<file path="src/hdl/dcpwm_regs.svh">
/*
 * Register map, reset values and timing counts of the dual-channel PWM unit.
 * Assumes inclusion by bare name from the design modules and the testbench.
 */
`ifndef DCPWM_REGS_SVH
`define DCPWM_REGS_SVH

// Printed offsets are register indexes; byte address is four times the index.
`define DCPWM_IDX_CH0_DUTY   8'hfc
`define DCPWM_IDX_CH1_DUTY   8'hfd
`define DCPWM_IDX_PRESCALER  8'hfe
`define DCPWM_IDX_STATUS     8'hff
`define DCPWM_ADDR_CH0_DUTY  12'h3f0
`define DCPWM_ADDR_CH1_DUTY  12'h3f4
`define DCPWM_ADDR_PRESCALER 12'h3f8
`define DCPWM_ADDR_STATUS    12'h3fc

// Register reset values.
`define DCPWM_RST_DUTY       8'h00
`define DCPWM_RST_PRESCALER  8'h00

// Counter range: the counter wraps after this value and never holds 8'hff.
`define DCPWM_CNT_LAST       8'hfe
`define DCPWM_CNT_ZERO       8'h00
`define DCPWM_PRE_ZERO       9'h000

// AXI response codes.
`define DCPWM_RESP_OKAY      2'b00
`define DCPWM_RESP_SLVERR    2'b10

`endif

</file>
<file path="src/hdl/dcpwm_pkg.sv">
/*
 * Types shared by the dual-channel PWM unit.
 * Uses nothing from the register header.
 */
package dcpwm_pkg;
  typedef logic [7:0]  dcpwm_byte_t;
  typedef logic [11:0] dcpwm_addr_t;
  typedef logic [31:0] dcpwm_word_t;
  typedef logic [1:0]  dcpwm_resp_t;
endpackage

</file>
<file path="src/hdl/dcpwm_timebase.sv">
/*
 * Shared prescaler and modulo-255 counter of the PWM unit.
 * Assumes a single system clock and a synchronous active-low reset.
 */
`include "dcpwm_regs.svh"

module dcpwm_timebase
  import dcpwm_pkg::*;
(
  input  wire logic              clk,
  input  wire logic              rst_n,
  input  wire dcpwm_pkg::dcpwm_byte_t reload,
  output      dcpwm_pkg::dcpwm_byte_t count
);

  logic [8:0]  pre_r;
  logic [8:0]  pre_last;
  logic        step;
  dcpwm_byte_t count_r;

  ////////////////////////////////////////////////////////////////////////////
  // The counter steps once every 2*(reload+1) clocks, so the last prescale
  // state is 2*reload+1; the extra halving matches the documented rate.
  assign pre_last = {reload, 1'b1};
  assign step     = (pre_r >= pre_last);

  // Prescaler; pre_r is internal and never reaches the register file.
  always_ff @(posedge clk) begin
    if (!rst_n) begin
      pre_r <= `DCPWM_PRE_ZERO;
    end else if (step) begin
      pre_r <= `DCPWM_PRE_ZERO;
    end else begin
      pre_r <= pre_r + 9'h001;
    end
  end

  // One counter for both channels keeps them in period and phase.
  always_ff @(posedge clk) begin
    if (!rst_n) begin
      count_r <= `DCPWM_CNT_ZERO;
    end else if (step) begin
      if (count_r >= `DCPWM_CNT_LAST) begin
        count_r <= `DCPWM_CNT_ZERO;
      end else begin
        count_r <= count_r + 8'h01;
      end
    end
  end

  assign count = count_r;

endmodule

</file>
<file path="src/hdl/dcpwm_unit.sv">
/*
 * Dual-channel PWM unit with an AXI4-Lite register slave.
 * Assumes one 20 MHz clock, synchronous active-low reset, a well-behaved
 * AXI4-Lite master, and external filtering or a driver stage on the outputs.
 */
// Decided for this implementation: register access over AXI4-Lite.
`include "dcpwm_regs.svh"

// Overview of operation
// - Shared counter is clocked by a 9-bit prescaler reloaded from its register.
// - One prescaler and one counter serve both channels alike.
// - Prescaler divides by reload value plus one, factors 1 to 256.
// - Counter runs 0 to 254 then wraps, never holding 255.
// - Output low while duty register exceeds counter.
// - Output high while duty register is at or below counter.
// - Duty 00 gives constant high, FF gives constant low.
// - A new duty value acts on the output one clock after it is written.
// - Prescaler register reads back its reload value, never the live count.
// - Counter advances once every two times the factor clocks.
module dcpwm_unit
  import dcpwm_pkg::*;
(
  input  wire logic                    clk,
  input  wire logic                    rst_n,
  input  wire dcpwm_pkg::dcpwm_addr_t  s_axi_awaddr,
  input  wire logic [2:0]              s_axi_awprot,
  input  wire logic                    s_axi_awvalid,
  output      logic                    s_axi_awready,
  input  wire dcpwm_pkg::dcpwm_word_t  s_axi_wdata,
  input  wire logic [3:0]              s_axi_wstrb,
  input  wire logic                    s_axi_wvalid,
  output      logic                    s_axi_wready,
  output      dcpwm_pkg::dcpwm_resp_t  s_axi_bresp,
  output      logic                    s_axi_bvalid,
  input  wire logic                    s_axi_bready,
  input  wire dcpwm_pkg::dcpwm_addr_t  s_axi_araddr,
  input  wire logic [2:0]              s_axi_arprot,
  input  wire logic                    s_axi_arvalid,
  output      logic                    s_axi_arready,
  output      dcpwm_pkg::dcpwm_word_t  s_axi_rdata,
  output      dcpwm_pkg::dcpwm_resp_t  s_axi_rresp,
  output      logic                    s_axi_rvalid,
  input  wire logic                    s_axi_rready,
  output      logic                    channel_output0,
  output      logic                    channel_output1
);

  dcpwm_byte_t ch0_duty_r;
  dcpwm_byte_t ch1_duty_r;
  dcpwm_byte_t prescaler_r;
  dcpwm_byte_t count;
  logic        aw_held_r;
  dcpwm_addr_t aw_addr_r;
  logic        w_held_r;
  dcpwm_word_t w_data_r;
  logic [3:0]  w_strb_r;
  logic        bvalid_r;
  dcpwm_resp_t bresp_r;
  logic        rvalid_r;
  dcpwm_word_t rdata_r;
  dcpwm_resp_t rresp_r;
  logic        do_write;
  logic        do_read;
  logic        out0_r;
  logic        out1_r;

  ////////////////////////////////////////////////////////////////////////////
  // Address decode shared by reads and writes; low two bits are ignored.
  function automatic logic [2:0] decode(input dcpwm_addr_t a);
    logic [2:0] sel;
    sel = 3'd0;
    case ({a[11:2], 2'b00})
      `DCPWM_ADDR_CH0_DUTY:  sel = 3'd1;
      `DCPWM_ADDR_CH1_DUTY:  sel = 3'd2;
      `DCPWM_ADDR_PRESCALER: sel = 3'd3;
      `DCPWM_ADDR_STATUS:    sel = 3'd4;
      default:               sel = 3'd0;
    endcase
    return sel;
  endfunction

  ////////////////////////////////////////////////////////////////////////////
  // Write channels are taken independently and held until both are present.
  assign s_axi_awready = !aw_held_r && !bvalid_r;
  assign s_axi_wready  = !w_held_r && !bvalid_r;
  assign do_write      = aw_held_r && w_held_r && !bvalid_r;

  // Write address holding register.
  always_ff @(posedge clk) begin
    if (!rst_n) begin
      aw_held_r <= 1'b0;
      aw_addr_r <= 12'h000;
    end else if (s_axi_awvalid && s_axi_awready) begin
      aw_held_r <= 1'b1;
      aw_addr_r <= s_axi_awaddr;
    end else if (do_write) begin
      aw_held_r <= 1'b0;
    end
  end

  // Write data holding register.
  always_ff @(posedge clk) begin
    if (!rst_n) begin
      w_held_r <= 1'b0;
      w_data_r <= 32'h0000_0000;
      w_strb_r <= 4'h0;
    end else if (s_axi_wvalid && s_axi_wready) begin
      w_held_r <= 1'b1;
      w_data_r <= s_axi_wdata;
      w_strb_r <= s_axi_wstrb;
    end else if (do_write) begin
      w_held_r <= 1'b0;
    end
  end

  // Register file; only byte lane 0 carries data, a cleared lane leaves it.
  always_ff @(posedge clk) begin
    if (!rst_n) begin
      ch0_duty_r  <= `DCPWM_RST_DUTY;
      ch1_duty_r  <= `DCPWM_RST_DUTY;
      prescaler_r <= `DCPWM_RST_PRESCALER;
    end else if (do_write && w_strb_r[0]) begin
      case (decode(aw_addr_r))
        3'd1:    ch0_duty_r  <= w_data_r[7:0];
        3'd2:    ch1_duty_r  <= w_data_r[7:0];
        3'd3:    prescaler_r <= w_data_r[7:0];
        default: ch0_duty_r  <= ch0_duty_r;
      endcase
    end
  end

  // Write response; status register is read only, so writing it errs.
  always_ff @(posedge clk) begin
    if (!rst_n) begin
      bvalid_r <= 1'b0;
      bresp_r  <= `DCPWM_RESP_OKAY;
    end else if (do_write) begin
      bvalid_r <= 1'b1;
      case (decode(aw_addr_r))
        3'd1, 3'd2, 3'd3: bresp_r <= `DCPWM_RESP_OKAY;
        default:          bresp_r <= `DCPWM_RESP_SLVERR;
      endcase
    end else if (s_axi_bready) begin
      bvalid_r <= 1'b0;
    end
  end

  assign s_axi_bvalid = bvalid_r;
  assign s_axi_bresp  = bresp_r;

  ////////////////////////////////////////////////////////////////////////////
  // Read channel: one read at a time, answered one cycle after acceptance.
  assign s_axi_arready = !rvalid_r;
  assign do_read       = s_axi_arvalid && !rvalid_r;

  // Read data; the prescaler reads its reload value, never the live count.
  always_ff @(posedge clk) begin
    if (!rst_n) begin
      rvalid_r <= 1'b0;
      rdata_r  <= 32'h0000_0000;
      rresp_r  <= `DCPWM_RESP_OKAY;
    end else if (do_read) begin
      rvalid_r <= 1'b1;
      rresp_r  <= `DCPWM_RESP_OKAY;
      case (decode(s_axi_araddr))
        3'd1:    rdata_r <= {24'h000000, ch0_duty_r};
        3'd2:    rdata_r <= {24'h000000, ch1_duty_r};
        3'd3:    rdata_r <= {24'h000000, prescaler_r};
        3'd4:    rdata_r <= {22'h000000, out1_r, out0_r, count};
        default: begin
          rdata_r <= 32'h0000_0000;
          rresp_r <= `DCPWM_RESP_SLVERR;
        end
      endcase
    end else if (s_axi_rready) begin
      rvalid_r <= 1'b0;
    end
  end

  assign s_axi_rvalid = rvalid_r;
  assign s_axi_rdata  = rdata_r;
  assign s_axi_rresp  = rresp_r;

  ////////////////////////////////////////////////////////////////////////////
  // Shared timebase for both channels.
  dcpwm_timebase u_timebase (
    .clk    (clk),
    .rst_n  (rst_n),
    .reload (prescaler_r),
    .count  (count)
  );

  // Compare stage; registered so the pins are glitch free, costing one clock
  // of latency after a duty write or a counter step.
  always_ff @(posedge clk) begin
    if (!rst_n) begin
      out0_r <= 1'b1;
      out1_r <= 1'b1;
    end else begin
      out0_r <= !(ch0_duty_r > count);
      out1_r <= !(ch1_duty_r > count);
    end
  end

  assign channel_output0 = out0_r;
  assign channel_output1 = out1_r;

endmodule

</file>
<file path="config.mk">
export PLATFORM = sky130hd
export DESIGN_NAME = dcpwm_unit
export DESIGN_NICKNAME = d
export VERILOG_FILES = /design/src/hdl/dcpwm_pkg.sv /design/src/hdl/dcpwm_timebase.sv /design/src/hdl/dcpwm_unit.sv
export VERILOG_INCLUDE_DIRS = /design/src /design/src/hdl
export SDC_FILE = /design/constraint.sdc
export NUM_CORES = 1
export LEC_CHECK = 0
export BUFFER_PORTS_ARGS = -buffer_cell sky130_fd_sc_hd__buf_2
export CAP_MARGIN = 20
export CORE_ASPECT_RATIO = 1.75
export CORE_MARGIN = 2
export CORE_UTILIZATION = 35
export CTS_BUF_LIST = sky130_fd_sc_hd__clkbuf_2 sky130_fd_sc_hd__clkbuf_4 sky130_fd_sc_hd__clkbuf_8
export CTS_CLUSTER_SIZE = 40
export DETAILED_ROUTE_END_ITERATION = 10
export PLACE_DENSITY = 0.64
export SKIP_LAST_GASP = 1
export SLEW_MARGIN = 15
export SYNTH_ARGS = -nofsm -noshare
export SYNTH_HDL_FRONTEND = slang
export SYNTH_SLANG_ARGS = --single-unit
</file>
<file path="constraint.sdc">
create_clock -name clk -period 2.35 [get_ports clk]
set_input_delay 0.3525 -clock clk [delete_from_list [all_inputs] [get_ports clk]]
set_output_delay 0.3525 -clock clk [all_outputs]
set_load 0.01 [all_outputs]
</file>
==> flow_metrics.tcl <==
set metrics [dict create \
    status "complete, no violations" \
    grt_max_degree 44 \
    peakVddDrop_mv 0.438 \
    synth_seq_cells 78 \
    ys_types 48 \
    grt_antenna_before_repair 0 \
    grt_pass1_wl_mm 14.9 \
    cts_buffers 9 \
    p_seq_share_pct 50.9 \
    critPathTopFamily "compound AO/OA/AOI/OAI gates" \
    fin_crit_ns 1.98 \
    ff2ff_path_depth 7 \
    final_util_pct 39.9 \
    crit_required_ns 2.59 \
    io_buffer_count 54 \
    ys_warn_count 0 \
    slowest_stage "a21oi_2" \
    wirelength_mm 9.01 \
    cts_setup_buffers 0 \
    hold_viol_final 0 \
    p_leak_nw 1.83 \
    start_util_pct 35.6 \
    total_power_mw 2.91 \
    drt_iter0_markers 146 \
    cts_hold_buf 0 \
    die-area_um2 12100 \
    drv_cap 0 \
    ant_nets 0 \
    drc 0 \
    place_area_um2 4230 \
    final_layout_size_suffix_gt1_share_pct 16.1 \
    cts_tree "done" \
    r2r_start "prescaler_r[0]$_SDFFE_PN0P_" \
    design_area_um2 4400 \
    max_stage_delay_ns 0.40 \
    min_from "s_axi_rready" \
    crit_fanout 10 \
    grt_pass1_vias 3248 \
    crit_buf_inv 1 \
    p_sw_uw 905 \
    grt_overflow 0 \
    wl_per_cell_um 13.7 \
    critical_path_class "reg2reg" \
    cts.path.max_buffers 2 \
    dpl.hpwl_mm 7.05 \
    finalNetCount 618 \
    die_h_um 144 \
    coreArea_um2 11000 \
    internal-power_mw 2.00 \
    cts_root_buf "clkbuf_8" \
    post-route-period-util_pct 84.2 \
    tns_ns 0 \
    mostFrequentLayoutCells "nand2_1 (82), dfxtp_1 (78), buf_2 (54)" \
    num_io_pins 116 \
    synth_top_area_share_pct 39.8 \
    switching_share_pct 31.1 \
    vias_per_cell 4.98 \
    syn_inst 468 \
    setup_viol 0 \
    synth_area_per_cell_um2 8.39 \
    rsz0062_at_grt "no" \
    async_flop_share_pct 0 \
    final_common_cell "nand2_1" \
    r2r_slack_ns 0.37 \
    place_congestion 0.851 \
    p_comb_share_pct 18.2 \
    insertion_delay_ns 0.36 \
    r2r-end "u_timebase.count[6]$_SDFFE_PN0P_" \
    synth_edf_count 0 \
    ys.flop_type "dfxtp_1" \
    ctsResizeCount 0 \
    tightest_slew_ns 0.554 \
    synthTopCellsByArea "dfxtp_1 (40%), ha_1 (8.6%), nand2_1 (7.8%)" \
    grtUsageTotal_pct 15.4 \
    max_freq_mhz 506 \
    yosysSeqAreaShare_pct 39.8 \
    slew_headroom_pct 63.0 \
    holdPathStages 2 \
    slew_viol_final 0 \
    critPathCaptureType "flip-flop" \
    clock-sinks 78 \
    synth_top_cell_by_area "dfxtp_1" \
    diodes 0 \
    p_per_area_nw_per_um2 661 \
    netlist_area_um2 3930 \
    hold-path-endpoint "s_axi_rvalid$_SDFFE_PN0P_" \
    num_vias 3265 \
    cp-start-kind "flip-flop" \
    drt_pre_antenna_iters 5 \
    cts_max_level 3 \
    n_fill_cell 1157 \
    clkPwrFrac_pct 30.9 \
    clkTransAtPathRegs_ns 0.08 \
    cp_cell_sequence "inv_1 > ha_1 > a211oi_1 > o21ai_1 > a21oi_2 > nand2b_1 > o22ai_1" \
    crit_arrival_ns 2.22 \
    hp-class "in2reg" \
    fp.dieW_um 84.1 \
    clock_skew_ns 0.00808 \
    area_growth_pct 12.1 \
    num_rows 51 \
]
cells in the mapped netlist (all sizes together), types with 3 or more instances:
| library cell | n |
|---|---|
| nand4 | 8 |
| nand2b | 3 |
| a221oi | 8 |
| nand2 | 83 |
| nand3 | 22 |
| a21o | 3 |
| o31ai | 4 |
| clkbuf | 13 |
| dfxtp | 78 |
| and2 | 3 |
| xor2 | 4 |
| nor2 | 37 |
| xnor2 | 3 |
| a21oi | 34 |
| mux2i | 24 |
| o21ai | 26 |
| buf | 30 |
| nor2b | 4 |
| inv | 26 |
| ha | 27 |
final cells by class:
type | instances | area (µm²) | area share, %
multi-input combinational | 344 | 2090 | 47.6
sequential | 78 | 1560 | 35.5
timing repair buffer | 59 | 308 | 6.99
tap | 132 | 165 | 3.75
clock buffer | 11 | 139 | 3.16
inverter | 26 | 97.6 | 2.22
clock inverter | 5 | 36.3 | 0.825
flip-flops by register name (all words and copies together) (netlist names), 8 cells and up:
signal            flops
aw_addr_r            10
ch0_duty_r            8
ch1_duty_r            8
prescaler_r           8
s_axi_rdata          10
u_timebase.count      8
u_timebase.pre_r      9
w_data_r              8
layer usage:
| metal | GRT usage [%] | share of wire, % |
|---|---|---|
| met5 | 0 | 0 |
| met4 | 10.1 | 5.5 |
| met3 | 3.37 | 4.2 |
| met2 | 29.5 | 53 |
| met1 | 14.5 | 37 |
worst register-to-register path, delay by kind of cell (launching register included):
kind,cells,cell delay (ns)
AOI/OAI and AO/OA,4,0.83
adders and majority gates,1,0.30
buffers and inverters,1,0.10
DFF,1,0.36
and+or+nand+nor,1,0.26
through the flow:
step / instances / setup slack [ns] / hold slack, ns
floorplan: 491 / 0.686 / 0.432
global placement: 639 / 0.474 / 0.438
detailed placement: 639 / 0.391 / 0.442
CTS: 655 / 0.365 / 0.157
global route: 655 / 0.255 / 0.152
finish: 655 / 0.372 / 0.165
power groups by stage:
stage / Clock (mW) / Combinational, mW / Sequential (mW)
finish: 0.899 / 0.530 / 1.48
global placement: 0 / 0.505 / 1.51
CTS: 0.920 / 0.533 / 1.48
global route: 0.984 / 0.592 / 1.49
floorplan: 0 / 0.407 / 1.49
detailed placement: 0 / 0.531 / 1.51
cells by family (layout without fill, tap and decap cells):
kind of cell	count (synthesis)	in the layout	synth area share [%]
fa+ha+maj	27	27	8.60
flops	78	78	39.8
other cells	1	24	0.0955
xor+xnor	7	7	1.56
buf+inv	69	101	9.11
compound gates	90	90	14.0
mux	24	24	6.12
simple gates	172	172	20.7
how the worst max path moves through the flow:
stage	startpoint	end	slack, ns	cells after the start
2_1_floorplan	prescaler_r[0]$_SDFFE_PN0P_	u_timebase.count[5]$_SDFFE_PN0P_	0.69	8
3_3_place_gp	prescaler_r[0]$_SDFFE_PN0P_	u_timebase.count[7]$_SDFFE_PN0P_	0.47	7
3_5_place_dp	prescaler_r[0]$_SDFFE_PN0P_	u_timebase.count[6]$_SDFFE_PN0P_	0.39	7
4_1_cts	prescaler_r[0]$_SDFFE_PN0P_	u_timebase.count[6]$_SDFFE_PN0P_	0.36	7
5_1_grt	prescaler_r[0]$_SDFFE_PN0P_	u_timebase.count[3]$_SDFFE_PN0P_	0.25	7
6_report	prescaler_r[0]$_SDFFE_PN0P_	u_timebase.count[6]$_SDFFE_PN0P_	0.37	7
Note: power is estimated with default switching activity, not from simulation.
